**config.mk**
```make
export PLATFORM = sky130hd
export DESIGN_NAME = flsr_status_core
export DESIGN_NICKNAME = d
export VERILOG_FILES = /design/src/logic/flsr_pkg.sv /design/src/logic/flsr_link_if.sv /design/src/logic/flsr_status_core.sv /design/src/logic/flsr_sync.sv /design/src/logic/flsr_spi_shift.sv
export SDC_FILE = /design/constraint.sdc
export NUM_CORES = 1
export LEC_CHECK = 0
export CORE_MARGIN = 1.5
export CORE_UTILIZATION = 57
export CTS_CLUSTER_SIZE = 24
export DETAILED_ROUTE_END_ITERATION = 8
export DONT_BUFFER_PORTS = 1
export PLACE_DENSITY = 0.72
export SETUP_SLACK_MARGIN = 0.05
export SYNTH_ARGS = -nofsm -noshare
export SYNTH_HDL_FRONTEND = slang
export SYNTH_SLANG_ARGS = --single-unit
```
**constraint.sdc**
```tcl
create_clock -name mclk -period 2.7 [get_ports mclk]
set_input_delay 0.135 -clock mclk [delete_from_list [all_inputs] [get_ports mclk]]
set_output_delay 0.135 -clock mclk [all_outputs]
set_load 0.02 [all_outputs]
```
**src/logic/flsr_pkg.sv**
```systemverilog
// Summary of operation
// - opcodes 05h, 06h, 04h read status, set latch, clear latch.
// - opcode 01h writes status register one; 30h clears status flags.
// - lock bit set with protect pin low ignores register write completely.
// - lock clear or protect pin high lets register write change lock and range.
// - program failure, protected sector or locked otp target sets program fail flag.
// - erase failure or individually protected sector sets erase fail flag.
// - bulk erase meeting a protected sector does not set erase fail flag.
// - fail flags read-only, cleared only by clear status command or resets.
// - range bits volatile when volatility select is 1, else nonvolatile.
// - nonzero range bits block program and erase of selected region.
// - bulk erase runs only when all three range bits are zero.
// - program, erase, register write need latch set; write enable sets it.
// - write disable clears latch; later writes refused until set again.
// - successful program, write or erase completion clears latch.
// - resets clear the latch; register write leaves it set until its completion clears it.
// - while busy only status reads, suspends, clear status, soft reset.
// - suspend accepted only while matching erase or program runs.
// - a fail flag keeps busy set until clear status or a reset arrives.
// - fail flags update while busy so status reads show errors.
// - config freeze holds range bits against register write while it is high.
`default_nettype none
package flsr_pkg;
   localparam logic [7:0] OP_STATUS_READ = 8'h05;
   localparam logic [7:0] OP_STATUS2_READ = 8'h07;
   localparam logic [7:0] OP_WRITE_ENABLE = 8'h06;
   localparam logic [7:0] OP_WRITE_DISABLE = 8'h04;
   localparam logic [7:0] OP_REGISTER_WRITE = 8'h01;
   localparam logic [7:0] OP_CLEAR_STATUS = 8'h30;
   localparam logic [7:0] OP_PAGE_PROGRAM = 8'h02;
   localparam logic [7:0] OP_SECTOR_ERASE = 8'hd8;
   localparam logic [7:0] OP_BULK_ERASE = 8'h60;
   localparam logic [7:0] OP_BULK_ERASE_ALT = 8'hc7;
   localparam logic [7:0] OP_ERASE_SUSPEND = 8'h75;
   localparam logic [7:0] OP_PROGRAM_SUSPEND = 8'h85;
   localparam logic [7:0] OP_SOFT_RESET = 8'hf0;
   localparam int LOCK_POS = 7;
   localparam int PFAIL_POS = 6;
   localparam int EFAIL_POS = 5;
   localparam int PROT_HI_POS = 4;
   localparam int PROT_LO_POS = 2;
   localparam int LATCH_POS = 1;
   localparam int BUSY_POS = 0;
   localparam logic [2:0] PROT_VOL_RST = 3'h7;
   localparam logic [2:0] PROT_NV_RST = 3'h0;
   localparam logic LOCK_RST = 1'b0;
   localparam logic [7:0] STATUS2_VALUE = 8'h00;
   // pins synchronised as {sck, cs_n, si, write_protect_n}, idle levels
   localparam logic [3:0] PIN_IDLE = 4'h5;
   localparam int CNT_W = 3;
   typedef enum logic [4:0] {
      OPK_IDLE = 5'h01,
      OPK_REG = 5'h02,
      OPK_PROG = 5'h04,
      OPK_ERASE = 5'h08,
      OPK_BULK = 5'h10
   } flsr_op_type;
endpackage : flsr_pkg
`default_nettype wire

```
**src/logic/flsr_link_if.sv**
```systemverilog
`default_nettype none
interface flsr_link_if;
   logic [7:0] rx_byte;
   logic rx_valid;
   logic frame_start;
   logic frame_end;
   logic [7:0] tx_byte;
   modport shifter (output rx_byte, rx_valid, frame_start, frame_end, input tx_byte);
   modport core (input rx_byte, rx_valid, frame_start, frame_end, output tx_byte);
endinterface : flsr_link_if
`default_nettype wire

```
**src/logic/flsr_status_core.sv**
```systemverilog
`default_nettype none
module flsr_status_core #(
   parameter int ADDR_BYTES = 4
) (
   input wire logic mclk,
   input wire logic nrst,
   input wire logic ce,
   input wire logic sck,
   input wire logic cs_n,
   input wire logic si,
   input wire logic write_protect_n,
   input wire logic protect_volatility_select,
   input wire logic config_freeze,
   input wire logic arr_done,
   input wire logic arr_fail,
   input wire logic arr_fail_prot,
   input wire logic sector_prot,
   input wire logic otp_target_locked,
   input wire logic bp_region_hit,
   output logic so,
   output logic so_oe,
   output logic arr_start,
   output flsr_pkg::flsr_op_type arr_kind,
   output logic [31:0] arr_addr,
   output logic [7:0] arr_data,
   output logic arr_data_valid,
   output logic arr_suspend,
   output logic [7:0] status_reg_one
);
   if (ADDR_BYTES < 3 || ADDR_BYTES > 4) begin : g_bad_addr
      $error("ADDR_BYTES must be 3 or 4");
   end

   localparam logic [2:0] ADDR_END = 3'(ADDR_BYTES);
   localparam logic [2:0] ERASE_LEN = 3'(ADDR_BYTES + 1);

   flsr_link_if lnk ();
   logic sck_s, cs_n_s, si_s, wp_s;

   flsr_sync #(.WIDTH(4), .RST_VAL(flsr_pkg::PIN_IDLE)) u_sync (
      .mclk(mclk),
      .nrst(nrst),
      .ce(ce),
      .din({sck, cs_n, si, write_protect_n}),
      .dout({sck_s, cs_n_s, si_s, wp_s})
   );

   flsr_spi_shift u_shift (
      .mclk(mclk),
      .nrst(nrst),
      .ce(ce),
      .sck_s(sck_s),
      .cs_n_s(cs_n_s),
      .si_s(si_s),
      .so(so),
      .so_oe(so_oe),
      .lnk(lnk)
   );

   flsr_pkg::flsr_op_type st_q, st_d, kind_q, kind_d;
   logic lock_q, lock_d, perr_q, perr_d, eerr_q, eerr_d, wel_q, wel_d;
   logic [2:0] bpv_q, bpv_d, bpn_q, bpn_d;
   logic [7:0] cmd_q, cmd_d, wdat_q, wdat_d, tx_q, tx_d, sr_q, sr_d;
   logic [7:0] dat_q, dat_d;
   logic [2:0] cnt_q, cnt_d;
   logic [31:0] addr_q, addr_d;
   logic start_q, start_d, datv_q, datv_d, susp_q, susp_d;
   logic [2:0] prot;
   logic busy, locked, quiet, go;
   logic [7:0] sr_now, cmd_cur;

   always_comb begin
      // nonvolatile copy survives soft reset; volatile copy does not
      prot = protect_volatility_select ? bpv_q : bpn_q;
      busy = (st_q != flsr_pkg::OPK_IDLE) || perr_q || eerr_q;
      locked = lock_q && !wp_s;
      sr_now = 8'h00;
      sr_now[flsr_pkg::LOCK_POS] = lock_q;
      sr_now[flsr_pkg::PFAIL_POS] = perr_q;
      sr_now[flsr_pkg::EFAIL_POS] = eerr_q;
      sr_now[flsr_pkg::PROT_HI_POS:flsr_pkg::PROT_LO_POS] = prot;
      sr_now[flsr_pkg::LATCH_POS] = wel_q;
      sr_now[flsr_pkg::BUSY_POS] = busy;
      quiet = (cmd_q == flsr_pkg::OP_STATUS_READ) || (cmd_q == flsr_pkg::OP_STATUS2_READ)
         || (cmd_q == flsr_pkg::OP_ERASE_SUSPEND) || (cmd_q == flsr_pkg::OP_PROGRAM_SUSPEND)
         || (cmd_q == flsr_pkg::OP_CLEAR_STATUS) || (cmd_q == flsr_pkg::OP_SOFT_RESET);
      go = lnk.frame_end && (!busy || quiet);
      st_d = st_q;
      kind_d = kind_q;
      lock_d = lock_q;
      perr_d = perr_q;
      eerr_d = eerr_q;
      wel_d = wel_q;
      bpv_d = bpv_q;
      bpn_d = bpn_q;
      cmd_d = cmd_q;
      wdat_d = wdat_q;
      cnt_d = cnt_q;
      addr_d = addr_q;
      dat_d = dat_q;
      start_d = 1'b0;
      datv_d = 1'b0;
      susp_d = 1'b0;

      if (lnk.frame_start) begin
         cnt_d = 3'h0;
         cmd_d = 8'h00;
         addr_d = 32'h0000_0000;
      end
      if (lnk.rx_valid) begin
         if (cnt_q != 3'h7) begin
            cnt_d = cnt_q + 3'h1;
         end
         if (cnt_q == 3'h0) begin
            cmd_d = lnk.rx_byte;
         end else if (cnt_q <= ADDR_END) begin
            addr_d = {addr_q[23:0], lnk.rx_byte};
         end
         if (cnt_q == 3'h1) begin
            wdat_d = lnk.rx_byte;
         end
         if (cmd_q == flsr_pkg::OP_PAGE_PROGRAM && cnt_q > ADDR_END && wel_q && !busy) begin
            dat_d = lnk.rx_byte;
            datv_d = 1'b1;
         end
      end

      if (go) begin
         case (cmd_q)
            flsr_pkg::OP_WRITE_ENABLE: begin
               if (cnt_q == 3'h1) begin
                  wel_d = 1'b1;
               end
            end
            flsr_pkg::OP_WRITE_DISABLE: begin
               if (cnt_q == 3'h1) begin
                  wel_d = 1'b0;
               end
            end
            flsr_pkg::OP_CLEAR_STATUS: begin
               perr_d = 1'b0;
               eerr_d = 1'b0;
            end
            flsr_pkg::OP_REGISTER_WRITE: begin
               // latch is left alone here; successful completion or a reset clears it
               if (cnt_q >= 3'h2 && wel_q && !locked) begin
                  lock_d = wdat_q[flsr_pkg::LOCK_POS];
                  if (!config_freeze) begin
                     if (protect_volatility_select) begin
                        bpv_d = wdat_q[flsr_pkg::PROT_HI_POS:flsr_pkg::PROT_LO_POS];
                     end else begin
                        bpn_d = wdat_q[flsr_pkg::PROT_HI_POS:flsr_pkg::PROT_LO_POS];
                     end
                  end
                  st_d = flsr_pkg::OPK_REG;
                  kind_d = flsr_pkg::OPK_REG;
                  start_d = 1'b1;
               end
            end
            flsr_pkg::OP_PAGE_PROGRAM: begin
               if (cnt_q > ADDR_END && wel_q) begin
                  if (sector_prot || otp_target_locked || bp_region_hit) begin
                     perr_d = 1'b1;
                  end else begin
                     st_d = flsr_pkg::OPK_PROG;
                     kind_d = flsr_pkg::OPK_PROG;
                     start_d = 1'b1;
                  end
               end
            end
            flsr_pkg::OP_SECTOR_ERASE: begin
               if (cnt_q == ERASE_LEN && wel_q) begin
                  if (sector_prot || bp_region_hit) begin
                     eerr_d = 1'b1;
                  end else begin
                     st_d = flsr_pkg::OPK_ERASE;
                     kind_d = flsr_pkg::OPK_ERASE;
                     start_d = 1'b1;
                  end
               end
            end
            flsr_pkg::OP_BULK_ERASE, flsr_pkg::OP_BULK_ERASE_ALT: begin
               if (cnt_q == 3'h1 && wel_q && prot == 3'h0) begin
                  st_d = flsr_pkg::OPK_BULK;
                  kind_d = flsr_pkg::OPK_BULK;
                  start_d = 1'b1;
               end
            end
            flsr_pkg::OP_ERASE_SUSPEND: begin
               susp_d = (st_q == flsr_pkg::OPK_ERASE) || (st_q == flsr_pkg::OPK_BULK);
            end
            flsr_pkg::OP_PROGRAM_SUSPEND: begin
               susp_d = (st_q == flsr_pkg::OPK_PROG);
            end
            flsr_pkg::OP_SOFT_RESET: begin
               // array side must abort on its own; no abort strobe exists
               st_d = flsr_pkg::OPK_IDLE;
               wel_d = 1'b0;
               perr_d = 1'b0;
               eerr_d = 1'b0;
               bpv_d = flsr_pkg::PROT_VOL_RST;
            end
            default: begin
            end
         endcase
      end

      // array events come last so a fail in the clear cycle still sets
      if (st_q != flsr_pkg::OPK_IDLE && arr_done) begin
         st_d = flsr_pkg::OPK_IDLE;
         if (!arr_fail) begin
            wel_d = 1'b0;
         end else if (st_q == flsr_pkg::OPK_PROG) begin
            perr_d = 1'b1;
         end else if (st_q == flsr_pkg::OPK_ERASE) begin
            eerr_d = 1'b1;
         end else if (st_q == flsr_pkg::OPK_BULK && !arr_fail_prot) begin
            eerr_d = 1'b1;
         end
      end

      cmd_cur = (lnk.rx_valid && cnt_q == 3'h0) ? lnk.rx_byte : cmd_d;
      if (cmd_cur == flsr_pkg::OP_STATUS_READ) begin
         tx_d = sr_now;
      end else begin
         tx_d = flsr_pkg::STATUS2_VALUE;
      end
      sr_d = sr_now;
   end

   always_ff @(posedge mclk or negedge nrst) begin
      if (!nrst) begin
         st_q <= flsr_pkg::OPK_IDLE;
         kind_q <= flsr_pkg::OPK_IDLE;
         lock_q <= flsr_pkg::LOCK_RST;
         perr_q <= 1'b0;
         eerr_q <= 1'b0;
         wel_q <= 1'b0;
         bpv_q <= flsr_pkg::PROT_VOL_RST;
         bpn_q <= flsr_pkg::PROT_NV_RST;
         cmd_q <= 8'h00;
         wdat_q <= 8'h00;
         cnt_q <= 3'h0;
         addr_q <= 32'h0000_0000;
         dat_q <= 8'h00;
         tx_q <= 8'h00;
         sr_q <= 8'h00;
         start_q <= 1'b0;
         datv_q <= 1'b0;
         susp_q <= 1'b0;
      end else if (ce) begin
         st_q <= st_d;
         kind_q <= kind_d;
         lock_q <= lock_d;
         perr_q <= perr_d;
         eerr_q <= eerr_d;
         wel_q <= wel_d;
         bpv_q <= bpv_d;
         bpn_q <= bpn_d;
         cmd_q <= cmd_d;
         wdat_q <= wdat_d;
         cnt_q <= cnt_d;
         addr_q <= addr_d;
         dat_q <= dat_d;
         tx_q <= tx_d;
         sr_q <= sr_d;
         start_q <= start_d;
         datv_q <= datv_d;
         susp_q <= susp_d;
      end
   end

   assign lnk.tx_byte = tx_q;
   assign arr_start = start_q;
   assign arr_kind = kind_q;
   assign arr_addr = addr_q;
   assign arr_data = dat_q;
   assign arr_data_valid = datv_q;
   assign arr_suspend = susp_q;
   assign status_reg_one = sr_q;
endmodule : flsr_status_core
`default_nettype wire

```
**src/logic/flsr_sync.sv**
```systemverilog
`default_nettype none
module flsr_sync #(
   parameter int WIDTH = 1,
   parameter logic [WIDTH-1:0] RST_VAL = '0
) (
   input wire logic mclk,
   input wire logic nrst,
   input wire logic ce,
   input wire logic [WIDTH-1:0] din,
   output logic [WIDTH-1:0] dout
);
   logic [WIDTH-1:0] meta_q;
   logic [WIDTH-1:0] meta_d;
   logic [WIDTH-1:0] sync_q;
   logic [WIDTH-1:0] sync_d;

   always_comb begin
      meta_d = din;
      sync_d = meta_q;
   end

   always_ff @(posedge mclk or negedge nrst) begin
      if (!nrst) begin
         meta_q <= RST_VAL;
         sync_q <= RST_VAL;
      end else if (ce) begin
         meta_q <= meta_d;
         sync_q <= sync_d;
      end
   end

   assign dout = sync_q;
endmodule : flsr_sync
`default_nettype wire

```
**src/logic/flsr_spi_shift.sv**
```systemverilog
`default_nettype none
module flsr_spi_shift (
   input wire logic mclk,
   input wire logic nrst,
   input wire logic ce,
   input wire logic sck_s,
   input wire logic cs_n_s,
   input wire logic si_s,
   output logic so,
   output logic so_oe,
   flsr_link_if.shifter lnk
);
   logic sck_d_q, sck_d_d, cs_d_q, cs_d_d;
   logic [2:0] bit_q, bit_d;
   logic [7:0] rx_q, rx_d, byte_q, byte_d;
   logic [6:0] tx_q, tx_d;
   logic so_q, so_d, oe_q, oe_d;
   logic rxv_q, rxv_d, fs_q, fs_d, fe_q, fe_d;

   always_comb begin
      sck_d_d = sck_s;
      cs_d_d = cs_n_s;
      bit_d = bit_q;
      rx_d = rx_q;
      byte_d = byte_q;
      tx_d = tx_q;
      so_d = so_q;
      oe_d = !cs_n_s;
      rxv_d = 1'b0;
      fs_d = cs_d_q && !cs_n_s;
      fe_d = !cs_d_q && cs_n_s;
      if (cs_n_s) begin
         bit_d = 3'h0;
      end else if (sck_s && !sck_d_q) begin
         // mode 0: sample on the rising edge
         rx_d = {rx_q[6:0], si_s};
         bit_d = bit_q + 3'h1;
         if (bit_q == 3'h7) begin
            rxv_d = 1'b1;
            byte_d = {rx_q[6:0], si_s};
         end
      end else if (!sck_s && sck_d_q) begin
         // a fresh byte is taken at every byte boundary, so reads repeat
         if (bit_q == 3'h0) begin
            {so_d, tx_d} = lnk.tx_byte;
         end else begin
            {so_d, tx_d} = {tx_q, 1'b0};
         end
      end
   end

   always_ff @(posedge mclk or negedge nrst) begin
      if (!nrst) begin
         sck_d_q <= 1'b0;
         cs_d_q <= 1'b1;
         bit_q <= 3'h0;
         rx_q <= 8'h00;
         byte_q <= 8'h00;
         tx_q <= 7'h00;
         so_q <= 1'b0;
         oe_q <= 1'b0;
         rxv_q <= 1'b0;
         fs_q <= 1'b0;
         fe_q <= 1'b0;
      end else if (ce) begin
         sck_d_q <= sck_d_d;
         cs_d_q <= cs_d_d;
         bit_q <= bit_d;
         rx_q <= rx_d;
         byte_q <= byte_d;
         tx_q <= tx_d;
         so_q <= so_d;
         oe_q <= oe_d;
         rxv_q <= rxv_d;
         fs_q <= fs_d;
         fe_q <= fe_d;
      end
   end

   assign so = so_q;
   assign so_oe = oe_q;
   assign lnk.rx_byte = byte_q;
   assign lnk.rx_valid = rxv_q;
   assign lnk.frame_start = fs_q;
   assign lnk.frame_end = fe_q;
endmodule : flsr_spi_shift
`default_nettype wire

```
==> Implementation_results.wiki, run 1 <==
{| class="wikitable"
! Metric !! Value
|-
| Number of enable flip-flop cells after synthesis || 0
|-
| Synth Instances || 472
|-
| Leakage Power || 3.116 nW
|-
| Final Setup Violations || 0
|-
| Data arrival time at the worst-slack endpoint || roughly 2900 ps
|-
| Power Density || ~730 mW/mm2
|-
| Sequential area share after synthesis || 0.5821
|-
| Initial standard-cell utilization of the core || 0.5888
|-
| Ratio of final minimum period to clock period || 0.9380
|-
| Net Count, Synth || around 500
|-
| Maximum fanout count along the critical path || 9
|-
| Launching point of the worst reg2reg path || cmd_q[6]
|-
| Number of buffers on the longest clock path || 2
|-
| Achievable frequency || 0.3949 GHz
|-
| Crit path max-delay cell type || dfrtp_1
|-
| Root buffer cell || clkbuf_8
|-
| Share of cells above drive strength 1 || 0.2174
|-
| Final Max Slew Viols || 0
|-
| Number of nets in the finished design || 516
|-
| Total clock sinks || 134
|-
| Overall die height || between 100 and 150 um
|-
| Number of antenna diodes || 0
|-
| Total wirelength of the detailed-routed design || 12710 um
|-
| Type of element launching the critical path || register
|-
| TritonCTS Buffers || 17
|-
| IO buf count || 0
|-
| Count of max-cap constraint violations || 0
|-
| Violated checks || hold timing
|-
| Type of the worst min-delay path || input pin to async pin
|-
| Area of the die || 0.01076 mm2
|-
| Worst r2r path cells || 7
|-
| Non-filler instance count after layout || 639
|-
| Total number of H-tree levels || 4
|-
| Final number of hold-violating endpoints || 134
|-
| Flop2flop setup slack || around 170 ps
|-
| Residual DRC || 0
|-
| Synthesis Warnings || 0
|-
| Syn-to-layout area delta || 16.12%
|-
| Bufs and invs on worst path || 0
|-
| Dpl ws || 162.5 ps
|-
| Global placement routability congestion || 0.8742
|-
| Setup repair after global routing missed its margin || yes
|-
| Accumulated negative setup slack || 0 ps
|-
| Routed vias/inst || between 6 and 7
|-
| Cells after DPL || 591
|-
| Iter 0 DRT Violations || 246
|-
| Unique masters post-synth || 62
|-
| Endpoint type of the worst setup path || register
|-
| Cell family contributing the most delay on the critical path || compound AO/OA/AOI/OAI gates
|-
| I/O pins || 73
|-
| CTS clk-pin slew, worst paths || 60 ps
|-
| Post-synthesis register bit count || 134
|-
| Average wire length per cell after detail routing || 19.89 um
|-
| Average size of a mapped cell || ~12 um2
|-
| Die width || 103.7 um
|-
| Placeable core region || 0.009819 mm2
|-
| GRT Util Overall || 0.2502
|-
| Hold-fix buffer count after cts || 15
|-
| Result of the run || finished with violations
|-
| Required time at the worst-slack endpoint || 3110 ps
|-
| CP Cell Sequence || and2_1, nand4_1, a21oi_1, nor4_2, a211oi_2, o21ai_0, a32o_1
|-
| Number of global-route vias before repair || 3989
|-
| CP Class || register to register
|-
| Row cnt || 36
|-
| Pin count of the biggest net entering global routing || around 140
|-
| Via count of the routed design || 3979
|-
| Prevailing post-synth register cell || dfrtp_1
|-
| First-pass GRT wire length || 20930 um
|-
| R2r endpoint || st_q[4]
|-
| Synthesized area || 0.005782 mm2
|-
| Worst Hold Slack || -700.0 ps
|-
| Detailed placer's ending HPWL || 7924 um
|-
| Worst-margin pin slew || roughly 860 ps
|-
| Total overflow reported by the global router || 0
|-
| Number of detailed-route iterations in the first pass || 5
|-
| Worst skew pair latency || around 520 ps
|-
| Clock tree skew after final layout || 9.233 ps
|-
| Fillers || 725
|-
| Overall power after layout || 0.004913 W
|-
| Share of flip-flops with an asynchronous set or reset || 1.000
|-
| CTS tree || built
|-
| Final antenna-violating net count || 0
|-
| Worst IR Drop VDD || 0.0005338 V
|-
| Minimum clock period || 2533 ps
|-
| Critical path's largest stage delay || 530 ps
|-
| Initial antenna violation count || 0
|-
| Max-slew headroom || 0.4242
|-
| PnR worst setup slack || about 170 ps
|}
cells in the final DEF, fill, tap and decap left out, drive strengths merged, types with 8 or more instances in the layout:
cell type,count
nand2,22
clkbuf,19
nor2,33
mux2,46
dfrtp,124
a21oi,16
a22o,44
buf,10
inv,22
dfstp,10
ha,8
o2bb2ai,13
nor3,9
dlygate4sd3,14
o21ai,19
flip-flops by register name, indices dropped and copies added (netlist names), 3 cells and up:
name / cells
status_reg_one: 8
wdat_q: 4
cmd_q: 8
bpv_q: 3
u_shift.lnk.rx_byte: 8
arr_kind: 5
arr_addr: 32
arr_data: 8
st_q: 5
u_sync.meta_q: 4
u_shift.tx_q: 7
u_sync.dout: 4
u_shift.rx_q: 7
cnt_q: 3
bpn_q: 3
lnk.tx_byte: 8
u_shift.bit_q: 3
area by class of cell:
cell class | count | area (um2) | share of cell area
flip-flops and latches | 134 | 3366 | 0.5013
multi-input cells | 296 | 2267 | 0.3377
clock buffers | 19 | 441.7 | 0.06578
repair buffers | 24 | 227.7 | 0.03392
clock inverters | 13 | 170.2 | 0.02534
well taps | 133 | 166.4 | 0.02479
inverters | 20 | 75.07 | 0.01118
Yosys cell counts (2+ instances only):
library cell / count / area (um2)
a21o_1: 6 / 45.04
a21oi_1: 16 / 80.08
a22o_1: 44 / 385.4
and2_1: 3 / 18.77
and3_1: 2 / 12.51
and4b_1: 2 / 20.02
buf_1: 4 / 15.01
clkbuf_1: 15 / 56.30
dfrtp_1: 124 / 3103
dfstp_2: 10 / 262.8
ha_1: 8 / 100.1
inv_1: 19 / 71.32
mux2_2: 45 / 506.7
mux2i_1: 7 / 70.07
nand2_1: 22 / 82.58
nand2b_1: 4 / 25.02
nand3_1: 6 / 30.03
nand4_1: 5 / 31.28
nand4b_1: 3 / 26.28
nor2_1: 32 / 120.1
nor2b_1: 6 / 37.54
nor3_1: 8 / 40.04
nor3b_1: 4 / 30.03
nor4_1: 3 / 18.77
nor4b_1: 4 / 35.03
o211ai_1: 2 / 15.01
o21ai_0: 19 / 95.09
o22ai_1: 3 / 18.77
o2bb2ai_1: 13 / 113.9
where the power goes:
part	switching, W	internal [W]	leakage [nW]	total, W
clock	0.000887	0.00147	0.297	0.00235
sequential	0.000103	0.00215	1.79	0.00225
combinational	0.000147	0.000158	1.03	0.000306
kinds of logic (layout without fill, tap and decap cells):
logic type	Yosys count	after routing	share of synthesized area
multiplexers	53	53	0.1024
XOR/XNOR	1	1	0.001515
adder cells (fa/ha/maj)	8	8	0.01731
AND/OR/NAND/NOR	119	119	0.1175
flip-flops	134	134	0.5821
buffers and inverters	42	76	0.02943
AO/OA/AOI/OAI	115	115	0.1498
worst max-delay path by stage:
| stage | cells after the start | endpoint | startpoint |
|---|---|---|---|
| floorplan | 7 | bpn_q[2] | cmd_q[1] |
| global placement | 7 | arr_kind[3] | cmd_q[1] |
| detailed placement | 7 | arr_kind[4] | cmd_q[1] |
| CTS | 7 | arr_kind[3] | cmd_q[1] |
| global route | 7 | st_q[4] | cmd_q[1] |
| finish | 7 | st_q[4] | cmd_q[6] |
layer usage:
layer  vias up  wire length [um]  global-route usage
li1       1771                 -                   -
met1      2003              5422              0.3220
met2       168              6156              0.3981
met3        37               794             0.06671
met4         0               336              0.1161
met5         -                 0                   0
metrics by stage:
| stage | util | instance area (um2) |
|---|---|---|
| 6_report | 0.6837 | 6714 |
| 5_1_grt | 0.6837 | 6714 |
| 4_1_cts | 0.6818 | 6695 |
| 3_5_place_dp | 0.6032 | 5923 |
| 3_3_place_gp | 0.6032 | 5923 |
| 2_1_floorplan | - | 5782 |
what timing repair did:
action	in CTS	in global routing
buffers inserted	0	1
endpoints found under the hold margin	188	134
endpoints found under the setup margin	0	11
resized for setup	0	3
Power figures use the tool's default switching activity.
==> run 2: changes to the inputs <==
==> constraint.sdc (replaced) <==
create_clock -name mclk -period 2.6 [get_ports mclk]
set_input_delay 0.13 -clock mclk [delete_from_list [all_inputs] [get_ports mclk]]
set_output_delay 0.13 -clock mclk [all_outputs]
set_load 0.02 [all_outputs]
==> run 2 against run 1 <==
Non-clock buffer count is 1 higher. Setup slack better by 19 ps. Critical path depth stayed put. Largest cell class unchanged. Clock-buffer cell count stayed put. The run still ends with hold timing left. Maximum frequency is 4.9% higher. Clock power hardly changed.
==> Implementation_results.wiki, run 2 (synthesis gave the netlist of run 1 again) <==
{| class="wikitable"
! Metric !! Value
|-
| Hold-fix buffer count after cts || 15 (unchanged)
|-
| Ratio of final minimum period to clock period || 0.9283 (-0.009628)
|-
| Endpoint type of the worst setup path || register
|-
| Bufs and invs on worst path || 0 (unchanged)
|-
| Pin count of the biggest net entering global routing || 135 (unchanged)
|-
| Final number of hold-violating endpoints || 134 (unchanged)
|-
| Data arrival time at the worst-slack endpoint || 2820 ps (-120 ps)
|-
| Fillers || 726 (+0.14%)
|-
| Worst skew pair latency || 530 ps (about the same)
|-
| Final Setup Violations || 0 (unchanged)
|-
| Total wirelength of the detailed-routed design || 12560 um (-1.2%)
|-
| Initial antenna violation count || 0 (unchanged)
|-
| Accumulated negative setup slack || 0 ps (unchanged)
|-
| Overall die height || 103.7 um (unchanged)
|-
| First-pass GRT wire length || 20760 um (-0.82%)
|-
| Violated checks || hold timing
|-
| Critical path's largest stage delay || 530 ps (about the same)
|-
| Total overflow reported by the global router || 0 (unchanged)
|-
| Clock tree skew after final layout || 8.586 ps (-0.6463 ps)
|-
| Number of nets in the finished design || 517 (+0.19%)
|-
| Achievable frequency || 0.4143 GHz (+4.9%)
|-
| CTS tree || built
|-
| GRT Util Overall || 0.2490 (-0.001172)
|-
| Critical path origin || cmd_q[2]
|-
| Required time at the worst-slack endpoint || 3010 ps (-100 ps)
|-
| Worst-margin pin slew || 836.0 ps (-25.85 ps)
|-
| CTS clk-pin slew, worst paths || 60 ps (about the same)
|-
| CP Cell Sequence || nor4bb_1, o21ai_0, o2111ai_2, nand3_2, or2_1, nor2_4, mux2_2
|-
| Final Max Slew Viols || 0 (unchanged)
|-
| CP Class || register to register
|-
| Iter 0 DRT Violations || 247 (+0.41%)
|-
| Root buffer cell || clkbuf_8
|-
| Number of buffers on the longest clock path || 2 (unchanged)
|-
| Residual DRC || 0 (unchanged)
|-
| I/O pins || 73 (unchanged)
|-
| Placeable core region || 0.009819 mm2 (unchanged)
|-
| Number of global-route vias before repair || 3966 (-0.58%)
|-
| Initial standard-cell utilization of the core || 0.5888 (unchanged)
|-
| Area of the die || 0.01076 mm2 (unchanged)
|-
| Max-slew headroom || 0.4415 (+0.01727)
|-
| Crit path max-delay cell type || dfrtp_1
|-
| Total clock sinks || 134 (unchanged)
|-
| Die width || 103.7 um (unchanged)
|-
| Share of cells above drive strength 1 || 0.2189 (+0.001544)
|-
| Worst Hold Slack || -703.8 ps (-3.701 ps)
|-
| Leakage Power || 3.088 nW (-0.89%)
|-
| Cell family contributing the most delay on the critical path || simple AND/OR/NAND/NOR gates
|-
| Total number of H-tree levels || 4 (unchanged)
|-
| Row cnt || 36 (unchanged)
|-
| Final antenna-violating net count || 0 (unchanged)
|-
| Number of antenna diodes || 0 (unchanged)
|-
| Type of the worst min-delay path || input pin to async pin
|-
| Flop2flop setup slack || 190 ps (+20 ps)
|-
| Syn-to-layout area delta || 15.73%
|-
| Launching point of the worst reg2reg path || cmd_q[2]
|-
| Flip-flop count of the largest register, all copies and words added || 32 (unchanged)
|-
| Count of max-cap constraint violations || 0 (unchanged)
|-
| Detailed placer's ending HPWL || 8039 um (+1.4%)
|-
| Most frequent cells in the layout || dfrtp_1 (124), mux2_2 (45), a22o_1 (44)
|-
| Worst IR Drop VDD || 0.0007646 V (+43%)
|-
| Maximum fanout count along the critical path || 10 (+1)
|-
| Core occupancy in the finished layout || 0.6814 (-0.002293)
|-
| Number of detailed-route iterations in the first pass || 4 (-1)
|-
| TritonCTS Buffers || 17 (unchanged)
|-
| Most common cell after layout, fill and taps aside || dfrtp_1
|-
| Result of the run || finished with violations
|-
| Minimum clock period || 2414 ps (-118.8 ps)
|-
| Global placement routability congestion || 0.8682 (-0.69%)
|-
| Routed vias/inst || 6.138 (-1.4%)
|-
| IO buf count || 0 (unchanged)
|-
| Power Density || 744.2 mW/mm2 (+1.7%)
|-
| Setup repair after global routing missed its margin || no
|-
| Via count of the routed design || 3928 (-1.3%)
|-
| Average wire length per cell after detail routing || 19.62 um (-1.4%)
|-
| Type of element launching the critical path || register
|}
## run 2: metal layers
metal  global-route usage  up-vias  wire length [um]
met5                    0        -                 0
li1                     -     1780                 -
met1               0.3259     1990              5425
met3              0.07930       20               745
met2               0.3862      138              6132
met4               0.1042        0               255
## run 2: per-stage QoR
step	total power, W	cells	instance area, um2	worst slack, ps
final	0.004980	640	6691	186.3
after floorplan	0.002591	472	5782	311.0
after detailed placement	0.002662	592	5931	176.5
after CTS	0.005024	639	6670	173.6
after global placement	0.002642	592	5931	234.9
after global routing	0.005176	640	6691	53.54
## run 2: worst register-to-register path: cells and delay by family, from the launching register on
family             cells  cell delay [ps]
and+or+nand+nor        4             1100
muxes                  1              350
DFF                    1              530
AOI/OAI and AO/OA      2              320
## run 2: final timing paths
| check | end | depth (start not counted) |
|---|---|---|
| worst max-delay path | arr_kind[2] | 7 |
| worst min-delay path | st_q[4] | 0 |
| worst max register to register | arr_kind[2] | 7 |
| worst min register to register | lnk.tx_byte[3] | 1 |
| max in group asynchronous | u_sync.dout[2] | 0 |
| min in group mclk | u_shift.lnk.frame_end | 3 |
## run 2: what timing repair did
action / in CTS / in global routing
resized for setup: 0 / 3
setup endpoints to repair: 0 / 5
buffers inserted: 0 / 1
hold endpoints to repair: 188 / 134
## run 2: report_power, final
part           internal [W]  total (W)  switching [W]
logic              0.000167   0.000318       0.000152
registers           0.00223    0.00234       0.000104
clock network       0.00140    0.00232       0.000923
## run 2: final cells by class
class                           instances  area [um2]  area share
Multi-Input combinational cell        296        2270      0.3392
Tap cell                              133       166.4     0.02487
Timing Repair Buffer                   25       235.2     0.03515
Clock buffer                           19       431.7     0.06451
Clock inverter                         13       147.6     0.02206
Inverter                               20       75.07     0.01122
Sequential cell                       134        3366      0.5030
